`config.mk`:
```
export PLATFORM = sky130hd
export DESIGN_NAME = run_mode_clock_gating
export DESIGN_NICKNAME = d
export VERILOG_FILES = /design/src/hdl/run_gate_pkg.sv /design/src/hdl/run_mode_clock_gating.sv
export SDC_FILE = /design/constraint.sdc
export NUM_CORES = 1
export LEC_CHECK = 0
export BUFFER_PORTS_ARGS = -buffer_cell sky130_fd_sc_hd__buf_2
export CAP_MARGIN = 20
export CORE_MARGIN = 8
export CORE_UTILIZATION = 35
export DETAILED_ROUTE_END_ITERATION = 10
export PLACE_DENSITY_LB_ADDON = 0.3
export SLEW_MARGIN = 10
export SYNTH_ARGS = -nofsm -noshare
export SYNTH_HDL_FRONTEND = slang
export SYNTH_SLANG_ARGS = --single-unit
```
`constraint.sdc`:
```
create_clock -name i_clk -period 3.5 [get_ports i_clk]
set_input_delay 0.175 -clock i_clk [delete_from_list [all_inputs] [get_ports i_clk]]
set_output_delay 0.175 -clock i_clk [all_outputs]
set_load 0.1 [all_outputs]
```
`src/hdl/run_gate_pkg.sv`:
```
/*
 * Constants for the run-mode unit clock gating block: bus addresses,
 * gate bit layout, reset values and the compact unit index order.
 * Assumes a 32-bit register port with full byte addresses.
 */
package run_gate_pkg;

    // System control block base and register offsets
    localparam logic [31:0] SYSCTL_BASE     = 32'h400F_E000;
    localparam logic [31:0] RUN_GATE_OFS    = 32'h0000_0104;
    localparam logic [31:0] SLEEP_GATE_OFS  = 32'h0000_0114;
    localparam logic [31:0] DEEP_GATE_OFS   = 32'h0000_0124;
    localparam logic [31:0] RUN_CFG_OFS     = 32'h0000_0130;

    localparam logic [31:0] RUN_GATE_ADDR   = SYSCTL_BASE + RUN_GATE_OFS;
    localparam logic [31:0] SLEEP_GATE_ADDR = SYSCTL_BASE + SLEEP_GATE_OFS;
    localparam logic [31:0] DEEP_GATE_ADDR  = SYSCTL_BASE + DEEP_GATE_OFS;
    localparam logic [31:0] RUN_CFG_ADDR    = SYSCTL_BASE + RUN_CFG_OFS;

    // Number of gated units
    localparam int UNIT_COUNT = 10;

    // Gate bit positions in compact unit order:
    // 0 async_serial0, 1 async_serial1, 2 sync_serial0,
    // 3..6 gp_counter0..3, 7..9 comparator0..2
    localparam int GATE_POS [0:UNIT_COUNT-1] =
        '{0, 1, 4, 16, 17, 18, 19, 24, 25, 26};

    // Writable gate bits; everything else is reserved and reads zero
    localparam logic [31:0] GATE_WRITE_MASK = 32'h070F_0013;
    localparam logic [31:0] GATE_RESET      = 32'h0000_0000;

    // Run configuration: only the automatic sleep gating select
    localparam int          AUTO_GATE_POS   = 0;
    localparam logic        AUTO_GATE_RESET = 1'b0;

    localparam logic [31:0] RDATA_IDLE      = 32'h0000_0000;

endpackage

```
`src/hdl/run_mode_clock_gating.sv`:
```
/*
 * Run-mode unit clock gating register with its sleep and deep-sleep
 * counterparts and the automatic sleep gating select. Drives one clock
 * enable per unit and flags bus accesses aimed at unclocked units.
 * Assumes: glitch-free clock gate cells sit outside this block, the
 * bus fabric raises i_unit_access for one cycle per unit access, and
 * the power controller drives i_sleep and i_deep_sleep on i_clk.
 */

`timescale 1ns/1ns
`default_nettype none

module run_mode_clock_gating (
    input  wire logic        i_clk,
    input  wire logic        i_reset,
    input  wire logic [31:0] i_addr,
    input  wire logic [31:0] i_wdata,
    input  wire logic        i_write,
    input  wire logic        i_read,
    output logic      [31:0] o_rdata,
    input  wire logic        i_sleep,
    input  wire logic        i_deep_sleep,
    input  wire logic  [9:0] i_unit_access,
    output logic       [9:0] o_unit_clk_en,
    output logic       [9:0] o_unit_fault
);

    localparam int N = run_gate_pkg::UNIT_COUNT;

    logic [31:0]  run_gate_r;
    logic [31:0]  sleep_gate_r;
    logic [31:0]  deep_gate_r;
    logic         auto_gate_r;
    logic [N-1:0] clk_en_r;
    logic [N-1:0] clk_en_nxt;
    logic [N-1:0] fault_r;
    logic [31:0]  rdata_r;
    logic [31:0]  rdata_nxt;
    logic         wr_run;
    logic         wr_sleep;
    logic         wr_deep;
    logic         wr_cfg;

    // Gather the scattered gate bits into compact unit order
    function automatic logic [N-1:0] gate_pack(input logic [31:0] word);
        logic [N-1:0] v;
        v = '0;
        for (int i = 0; i < N; i++) begin
            v[i] = word[run_gate_pkg::GATE_POS[i]];
        end
        return v;
    endfunction

    // Full 32-bit compare so aliases never hit a gate register
    assign wr_run   = i_write && (i_addr == run_gate_pkg::RUN_GATE_ADDR);
    assign wr_sleep = i_write && (i_addr == run_gate_pkg::SLEEP_GATE_ADDR);
    assign wr_deep  = i_write && (i_addr == run_gate_pkg::DEEP_GATE_ADDR);
    assign wr_cfg   = i_write && (i_addr == run_gate_pkg::RUN_CFG_ADDR);

    // Run gate register; reserved bits never store anything
    always_ff @(posedge i_clk) begin
        if (i_reset) begin
            run_gate_r <= run_gate_pkg::GATE_RESET;
        end else if (wr_run) begin
            run_gate_r <= i_wdata & run_gate_pkg::GATE_WRITE_MASK;
        end
    end

    // Sleep counterpart, same layout
    always_ff @(posedge i_clk) begin
        if (i_reset) begin
            sleep_gate_r <= run_gate_pkg::GATE_RESET;
        end else if (wr_sleep) begin
            sleep_gate_r <= i_wdata & run_gate_pkg::GATE_WRITE_MASK;
        end
    end

    // Deep-sleep counterpart, same layout
    always_ff @(posedge i_clk) begin
        if (i_reset) begin
            deep_gate_r <= run_gate_pkg::GATE_RESET;
        end else if (wr_deep) begin
            deep_gate_r <= i_wdata & run_gate_pkg::GATE_WRITE_MASK;
        end
    end

    // Automatic sleep gating select
    always_ff @(posedge i_clk) begin
        if (i_reset) begin
            auto_gate_r <= run_gate_pkg::AUTO_GATE_RESET;
        end else if (wr_cfg) begin
            auto_gate_r <= i_wdata[run_gate_pkg::AUTO_GATE_POS];
        end
    end

    // Deep sleep outranks sleep; without auto gating run settings hold
    always_comb begin
        if (auto_gate_r && i_deep_sleep) begin
            clk_en_nxt = gate_pack(deep_gate_r);
        end else if (auto_gate_r && i_sleep) begin
            clk_en_nxt = gate_pack(sleep_gate_r);
        end else begin
            clk_en_nxt = gate_pack(run_gate_r);
        end
    end

    // Registered enables give the one-cycle lag after a write and keep
    // the gate cell inputs free of decode glitches
    always_ff @(posedge i_clk) begin
        if (i_reset) begin
            clk_en_r <= '0;
        end else begin
            clk_en_r <= clk_en_nxt;
        end
    end

    // Fault judged against the enable the unit actually sees
    always_ff @(posedge i_clk) begin
        if (i_reset) begin
            fault_r <= '0;
        end else begin
            fault_r <= i_unit_access & ~clk_en_r;
        end
    end

    // Read mux; unmapped addresses read zero
    always_comb begin
        if (i_addr == run_gate_pkg::RUN_GATE_ADDR) begin
            rdata_nxt = run_gate_r;
        end else if (i_addr == run_gate_pkg::SLEEP_GATE_ADDR) begin
            rdata_nxt = sleep_gate_r;
        end else if (i_addr == run_gate_pkg::DEEP_GATE_ADDR) begin
            rdata_nxt = deep_gate_r;
        end else if (i_addr == run_gate_pkg::RUN_CFG_ADDR) begin
            rdata_nxt = run_gate_pkg::RDATA_IDLE;
            rdata_nxt[run_gate_pkg::AUTO_GATE_POS] = auto_gate_r;
        end else begin
            rdata_nxt = run_gate_pkg::RDATA_IDLE;
        end
    end

    // Read data stand for exactly one cycle after the strobe
    always_ff @(posedge i_clk) begin
        if (i_reset) begin
            rdata_r <= run_gate_pkg::RDATA_IDLE;
        end else if (i_read) begin
            rdata_r <= rdata_nxt;
        end else begin
            rdata_r <= run_gate_pkg::RDATA_IDLE;
        end
    end

    assign o_rdata       = rdata_r;
    assign o_unit_clk_en = clk_en_r;
    assign o_unit_fault  = fault_r;

    // A run write outside low power reaches the enables two edges later
    AST_RUN_WRITE_TO_EN:
    assert property (@(posedge i_clk) disable iff (i_reset)
        (wr_run && !i_sleep && !i_deep_sleep)
        ##1 (!wr_run && !i_sleep && !i_deep_sleep)
        |=> (o_unit_clk_en ==
             gate_pack($past(i_wdata, 2) & run_gate_pkg::GATE_WRITE_MASK)))
    else $error("run gate write did not reach the clock enables");

    // New enables must not appear in the cycle right after the write;
    // compared against the old register so back-to-back writes are legal
    AST_EN_NOT_EARLY:
    assert property (@(posedge i_clk) disable iff (i_reset)
        (wr_run && !i_sleep && !i_deep_sleep)
        |=> (o_unit_clk_en == gate_pack($past(run_gate_r))))
    else $error("clock enables changed too early after a run write");

    AST_FAULT_WHEN_GATED:
    assert property (@(posedge i_clk) disable iff (i_reset)
        1'b1 |=> (o_unit_fault == $past(i_unit_access & ~o_unit_clk_en)))
    else $error("bus fault does not match access to unclocked unit");

    AST_NO_FAULT_WHEN_CLOCKED:
    assert property (@(posedge i_clk) disable iff (i_reset)
        ((i_unit_access & o_unit_clk_en) != '0)
        |=> ((o_unit_fault & $past(i_unit_access)
              & $past(o_unit_clk_en)) == '0))
    else $error("clocked unit answered with a bus fault");

    AST_RESET_CLEARS:
    assert property (@(posedge i_clk)
        i_reset |=> (run_gate_r == '0 && sleep_gate_r == '0
                     && deep_gate_r == '0 && o_unit_clk_en == '0))
    else $error("gate state not cleared by reset");

    AST_RESERVED_ZERO:
    assert property (@(posedge i_clk) disable iff (i_reset)
        ((run_gate_r | sleep_gate_r | deep_gate_r)
         & ~run_gate_pkg::GATE_WRITE_MASK) == '0)
    else $error("reserved gate bit holds a one");

    AST_RUN_READBACK:
    assert property (@(posedge i_clk) disable iff (i_reset)
        (i_read && i_addr == run_gate_pkg::RUN_GATE_ADDR)
        |=> (o_rdata == $past(run_gate_r)
             && (o_rdata & ~run_gate_pkg::GATE_WRITE_MASK) == '0))
    else $error("run gate register read back wrong");

    AST_OTHER_ADDR_NO_RUN_WRITE:
    assert property (@(posedge i_clk) disable iff (i_reset)
        (i_write && i_addr != run_gate_pkg::RUN_GATE_ADDR)
        |=> $stable(run_gate_r))
    else $error("run gate register changed on a foreign address");

    AST_READ_DATA_ONE_CYCLE:
    assert property (@(posedge i_clk) disable iff (i_reset)
        !i_read |=> (o_rdata == run_gate_pkg::RDATA_IDLE))
    else $error("read data stood outside the answer cycle");

    AST_SLEEP_AUTO:
    assert property (@(posedge i_clk) disable iff (i_reset)
        (auto_gate_r && i_sleep && !i_deep_sleep)
        |=> (o_unit_clk_en == gate_pack($past(sleep_gate_r))))
    else $error("sleep gating not applied under auto gating");

    AST_DEEP_AUTO:
    assert property (@(posedge i_clk) disable iff (i_reset)
        (auto_gate_r && i_deep_sleep)
        |=> (o_unit_clk_en == gate_pack($past(deep_gate_r))))
    else $error("deep-sleep gating not applied under auto gating");

    AST_SLEEP_KEEPS_RUN:
    assert property (@(posedge i_clk) disable iff (i_reset)
        (!auto_gate_r && (i_sleep || i_deep_sleep))
        |=> (o_unit_clk_en == gate_pack($past(run_gate_r))))
    else $error("sleep changed gating without auto gating");

    // Outside low power the enables always follow the run register
    AST_RUN_MODE_EN:
    assert property (@(posedge i_clk) disable iff (i_reset)
        (!i_sleep && !i_deep_sleep)
        |=> (o_unit_clk_en == gate_pack($past(run_gate_r))))
    else $error("running enables differ from the run register");

    // Stored values: masked write data and nothing else
    AST_RUN_WRITE_MASKED:
    assert property (@(posedge i_clk) disable iff (i_reset)
        wr_run
        |=> (run_gate_r == ($past(i_wdata) & run_gate_pkg::GATE_WRITE_MASK)))
    else $error("run gate register stored wrong value");

    AST_SLEEP_WRITE_MASKED:
    assert property (@(posedge i_clk) disable iff (i_reset)
        wr_sleep
        |=> (sleep_gate_r == ($past(i_wdata) & run_gate_pkg::GATE_WRITE_MASK)))
    else $error("sleep gate register stored wrong value");

    AST_DEEP_WRITE_MASKED:
    assert property (@(posedge i_clk) disable iff (i_reset)
        wr_deep
        |=> (deep_gate_r == ($past(i_wdata) & run_gate_pkg::GATE_WRITE_MASK)))
    else $error("deep-sleep gate register stored wrong value");

    AST_CFG_WRITE:
    assert property (@(posedge i_clk) disable iff (i_reset)
        wr_cfg
        |=> (auto_gate_r == $past(i_wdata[run_gate_pkg::AUTO_GATE_POS])))
    else $error("auto gating select stored wrong value");

    // Registers hold between writes
    AST_RUN_HOLDS:
    assert property (@(posedge i_clk) disable iff (i_reset)
        !wr_run
        |=> $stable(run_gate_r))
    else $error("run gate register changed without a write");

    AST_SLEEP_HOLDS:
    assert property (@(posedge i_clk) disable iff (i_reset)
        !wr_sleep
        |=> $stable(sleep_gate_r))
    else $error("sleep gate register changed without a write");

    AST_DEEP_HOLDS:
    assert property (@(posedge i_clk) disable iff (i_reset)
        !wr_deep
        |=> $stable(deep_gate_r))
    else $error("deep-sleep gate register changed without a write");

    AST_CFG_HOLDS:
    assert property (@(posedge i_clk) disable iff (i_reset)
        !wr_cfg
        |=> $stable(auto_gate_r))
    else $error("auto gating select changed without a write");

    // Faults are one-cycle answers to an access, never spontaneous
    AST_FAULT_NEEDS_ACCESS:
    assert property (@(posedge i_clk) disable iff (i_reset)
        (i_unit_access == '0)
        |=> (o_unit_fault == '0))
    else $error("bus fault raised without an access");

    AST_RESET_OUTPUTS:
    assert property (@(posedge i_clk)
        i_reset
        |=> (o_unit_fault == '0 && o_rdata == run_gate_pkg::RDATA_IDLE
             && !auto_gate_r))
    else $error("outputs or auto select not cleared by reset");

    AST_SLEEP_READBACK:
    assert property (@(posedge i_clk) disable iff (i_reset)
        (i_read && i_addr == run_gate_pkg::SLEEP_GATE_ADDR)
        |=> (o_rdata == $past(sleep_gate_r)))
    else $error("sleep gate register read back wrong");

    AST_DEEP_READBACK:
    assert property (@(posedge i_clk) disable iff (i_reset)
        (i_read && i_addr == run_gate_pkg::DEEP_GATE_ADDR)
        |=> (o_rdata == $past(deep_gate_r)))
    else $error("deep-sleep gate register read back wrong");

    // Only the select bit of the configuration word ever reads one
    AST_CFG_READBACK:
    assert property (@(posedge i_clk) disable iff (i_reset)
        (i_read && i_addr == run_gate_pkg::RUN_CFG_ADDR)
        |=> (o_rdata[run_gate_pkg::AUTO_GATE_POS] == $past(auto_gate_r)
             && (o_rdata >> 1) == '0))
    else $error("run configuration read back wrong");

    AST_UNMAPPED_READ_ZERO:
    assert property (@(posedge i_clk) disable iff (i_reset)
        (i_read && i_addr != run_gate_pkg::RUN_GATE_ADDR
         && i_addr != run_gate_pkg::SLEEP_GATE_ADDR
         && i_addr != run_gate_pkg::DEEP_GATE_ADDR
         && i_addr != run_gate_pkg::RUN_CFG_ADDR)
        |=> (o_rdata == run_gate_pkg::RDATA_IDLE))
    else $error("unmapped address read nonzero");

    // With auto gating and both sleep inputs high, the deep-sleep settings win one edge later
    AST_DEEP_OUTRANKS:
    assert property (@(posedge i_clk) disable iff (i_reset)
        (auto_gate_r && i_sleep && i_deep_sleep)
        |=> (o_unit_clk_en == gate_pack($past(deep_gate_r))))
    else $error("deep sleep did not outrank sleep");

endmodule

`default_nettype wire

```
# After elaboration in Yosys (flattened, before gate mapping)
# Cells that the tools add are included.
[word_totals]
register_bits = 83
in_bits = 80
[op_classes]
n_mux = 6
bitwise_logic = 3
reduce_logical = 8
n_eq_ne = 4
[ops]
columns = ["op", "count"]
rows = [
  ["== test 32 x 31 -> 1 bit, second input constant", 4],
  ["two-way mux 27 bit", 3],
  ["two-way mux 10 bit", 2],
  ["bitwise AND 10 bit", 1],
  ["inverter 10 bit", 1],
  ["logical AND 1 bit", 6],
  ["OR reduction 5 bit", 1],
  ["OR reduction 2 bit", 1],
  ["two-way mux 1 bit", 1],
  ["inverter 1 bit", 1],
]

# Longest topological paths before layout
[logic_depth]
depth_word = 5
depth_mapped = 6

# Least setup slack after synthesis
# Ideal clock, no wire load.
[synth_path]
kind = "in2reg"
start = "input i_addr[10]"
end = "register deep_gate_r[0]"
t_arrival_ps = 1713
slack_ps = 1716
setup_ps = 72
cell_stages = 5
path_cell_list = "or4_4 nor4_4 and3_1 buf_6 mux2i_1"
[synth_between]
elab_chain_cells = 2
[synth_lines]
columns = ["element", "line", "source"]
rows = [
  ["start: declaration", "run_mode_clock_gating.sv:16", "input wire logic [31:0] i_addr,"],
  ["== test 32 x 31 -> 1 bit", "run_mode_clock_gating.sv:57", "assign wr_deep = i_write && (i_addr == run_gate_pkg::DEEP_GATE_ADDR);"],
  ["logical AND 1 bit", "run_mode_clock_gating.sv:57", ""],
  ["end signal: assignment", "run_mode_clock_gating.sv:81", "deep_gate_r <= run_gate_pkg::GATE_RESET;"],
  ["end signal: assignment", "run_mode_clock_gating.sv:83", "deep_gate_r <= i_wdata & run_gate_pkg::GATE_WRITE_MASK;"],
  ["end: declaration", "run_mode_clock_gating.sv:32", "logic [31:0] deep_gate_r;"],
]
# Every way passes these cells.
# A chain may end at the register's enable or synchronous reset.

# Worst setup path in the final report
[layout_path]
start = "input i_addr[10]"
end = "register run_gate_r[19]"
[layout_between]
elab_chain_cells = 2
[layout_lines]
columns = ["element", "line", "source"]
rows = [
  ["== test 32 x 31 -> 1 bit", "run_mode_clock_gating.sv:55", "assign wr_run = i_write && (i_addr == run_gate_pkg::RUN_GATE_ADDR);"],
  ["logical AND 1 bit", "run_mode_clock_gating.sv:55", ""],
  ["end signal: assignment", "run_mode_clock_gating.sv:63", "run_gate_r <= run_gate_pkg::GATE_RESET;"],
  ["end signal: assignment", "run_mode_clock_gating.sv:65", "run_gate_r <= i_wdata & run_gate_pkg::GATE_WRITE_MASK;"],
  ["end: declaration", "run_mode_clock_gating.sv:30", "logic [31:0] run_gate_r;"],
]
# Every way passes these cells.

==> impl_metrics.toml <==
[place]
post_dp_cell_area_um2 = 3172
io_buffers = 87
dpl_worst_slack_ns = 1.003
gp_routability_congestion = 0.7431
detailed_place_hpwl_um = 5177

[finish]
signed_area_change_from_the_synthesized_netlist_to_the_final_layout_pct = 21.79
fraction_of_final_layout_cells_with_drive_strength_greater_than_1_pct = 28.35
num_antenna_cells = 0
finalNetCount = 456
design_area_final_um2 = 3363
finish.utilization_pct = 43.75

[synthesis]
synthDistinctLibCells = 33
netlist_area_um2 = 2761
synthFlopType = "dfxtp_1"
synth_cells = 293
synth.ff_latch_count = 61
synth-async-reset-ratio_pct = 0
ys.warnings.count = 0
synthesis.area_per_instance_um2 = 9.425
synth-seq-area-share_pct = 44.22
count_of_flip_flops_with_a_built_in_enable_after_synthesis = 0

[worst_hold_path]
timing.hold.worst.class = "primary input to flop"
whs_path_depth = 2
worst_min_delay_path_endpoint = "o_unit_fault[7]"
hold_start = "i_unit_access[7]"

[outcome]
status = "finished, final reports clean"

[clocking]
tritoncts = "done"
cts-htree-levels = 3
clk_transition_reported_paths_ns = 0.07
cts_setup_buffers = 0
cts.path.max_buffers = 2
post_cts_repair_resize_count = 0
root_cell_of_the_clock_tree = "clkbuf_8"
number_of_buffers_added_by_the_clock_tree_synthesis_step = 9
hold_buffers = 0
cts_num_sinks = 61
insertion_delay_ns = 0.33

[setup_path]
worst_setup_path_startpoint = "i_addr[10]"
crit_path_buffers_inverters = 2
timing.rr.start = "auto_gate_r"
cpMaxStageDelayCell = "nand4_1"
data_arrival_time_at_the_worst_slack_endpoint_ns = 2.42
worst_r2r_path_depth = 2
regToRegSetupSlack_ns = 1.54
kind_of_capture_point_of_the_worst_setup_path = "flop"
critical_path_required_time_ns = 3.73
r2r-end = "o_unit_clk_en[0]"
critical_path.max_stage_delay_ns = 0.69
worst-setup-path-type = "primary input to flop"
path_delay_family = "simple AND/OR/NAND/NOR gates"
worstPathCellList = "buf_2 -> or4_4 -> nor4_2 -> buf_4 -> nand4_1 -> mux2i_1"
critical_path_peak_fanout = 12
crit_path_start_kind = "primary input"

[sta]
tightest_slew_ns = 0.9316
worst_slew_margin_rel_pct = 37.89
worst_clock_skew_ns = 0.007596
report.final.hold_viol_count = 0
fin_setup_tns_ns = 0
final_min_period_over_clock_period_pct = 62.44
setup_viol = 0
post-route-min-period_ns = 2.185
rsz0062_at_grt = "false"
layout_setup_ws_ns = 1.315
slew_viols_final = 0
fmaxAchievable_mhz = 457.6

[power]
seq_pwr_share_pct = 45.9
pwr_density_cell_nw_per_um2 = 453.8
pwr-share-clk_pct = 39.3
p_switching_mw = 0.4404
power.internal_mw = 1.086
ir_worst_vdd_v = 0.0001899
power_leakage_nw = 1.515
share_comb_of_total_power_pct = 14.8
power.switching_fraction_pct = 28.86

[routing]
via_per_inst = 4.768
drtPass1Iterations = 4
met3_wirelength_um = 761
detail-route-antenna-nets = 0
post-route-drc-count = 0
detailroute.via_count = 2303
drt_first_iter_violations = 138
routedLengthMet1_um = 3386
dr.max_layer_used = "met4"
average_wire_per_cell_in_the_routed_design_um = 15.39
routed_wirelength_um = 7431
sum_of_met2_wire_segment_lengths_after_detailed_routing_um = 3201

[grt]
globalRouteTotalUtil_pct = 13.45
antenna_found_initial = 0
grt_pass1_wl_um = 12140
globalRouteOverflowTotal = 0
grt_start_max_net_pins = 63
grt_pass1_vias = 2472

[floorplan]
die_width_um = 104.8
die-area_um2 = 10990
floorplan.io_pins = 132
rows = 32
die_height_um = 104.8
core_um2 = 7687
initial_standard_cell_utilization_of_the_core_pct = 35.92

[run]
drv.max_cap_violation_count = 0
[cell usage after synthesis (all sizes together), types with 9 or more instances]
library cell   n  share of area [%]
a221oi         9                2.9
nor3b         10                2.7
inv           12                1.6
buf           27                7.4
nor2          12                1.6
nand2         23                3.1
clkbuf        11                1.5
o21ai          9                1.6
mux2i         31                 11
a311oi        10                3.2
dfxtp         61                 44
nand3         10                1.8
nand2b        42                9.5
[layer usage]
layer	GRT usage, %	vias to the layer above
met5	0	-
met4	5.810	0
met3	5.283	7
met2	19.73	121
met1	17.08	1039
li1	-	1136
[layout by cell type, fill, tap and decap left out, types with 2 or more instances in the layout]
master,synthesis,final
dfxtp_1,61,61
nand2_1,23,23
clkinv_2,0,4
nor2_1,12,12
a221oi_1,9,9
nand2b_1,42,42
buf_2,2,87
nand4_1,3,3
buf_4,23,2
clkbuf_8,0,10
nand3_1,10,10
a311oi_1,10,10
nor3b_1,10,10
nor4_1,2,2
and3_1,4,4
o21ai_0,9,9
mux2i_1,31,31
nand4b_1,2,2
conb_1,1,22
inv_1,12,12
nor2b_1,2,2
[layout make-up]
class	instances	area [µm²]
multi-input combinational	203	1328
inverter	12	45.04
clock inverter	5	50.05
fill	788	4324
tap	102	127.6
clock buffer	11	141.4
timing repair buffer	89	450.4
sequential	61	1221
[per-stage QoR]
stage,instances,hold slack [ns],total power [mW]
3_5_place_dp,467,0.4076,0.9418
5_1_grt,483,0.09124,1.595
2_1_floorplan,314,0.3416,0.9160
3_3_place_gp,467,0.4066,0.9400
4_1_cts,483,0.08627,1.544
6_report,483,0.1019,1.526
[power groups by stage]
stage               registers, mW  logic, mW  clock network (mW)
finish                      0.701      0.226               0.599
global route                0.701      0.235               0.659
CTS                         0.701      0.225               0.618
detailed placement          0.717      0.225                   0
global placement            0.717      0.223                   0
floorplan                   0.762      0.154                   0
[cell families after synthesis]
group	after synthesis	share of synthesized area, %
buf+inv	50	10.56
flops	61	44.22
other cells	1	0.1358
compound gates	31	8.473
simple gates	119	25.37
mux	31	11.24
[sequential cells by signal (all words and copies together), names as in the netlist]
signal	count
sleep_gate_r	10
deep_gate_r	10
o_unit_clk_en	10
run_gate_r	10
o_rdata	10
o_unit_fault	10
auto_gate_r	1
[how the worst max path moves through the flow]
stage | end | slack, ns | cells past startpoint
2_1_floorplan | deep_gate_r[0] | 1.72 | 5
3_3_place_gp | run_gate_r[25] | 1.05 | 6
3_5_place_dp | run_gate_r[18] | 1.00 | 6
4_1_cts | run_gate_r[19] | 1.33 | 6
5_1_grt | run_gate_r[4] | 1.16 | 6
6_report | run_gate_r[19] | 1.31 | 6
Note: power is estimated with default switching activity, not from simulation.
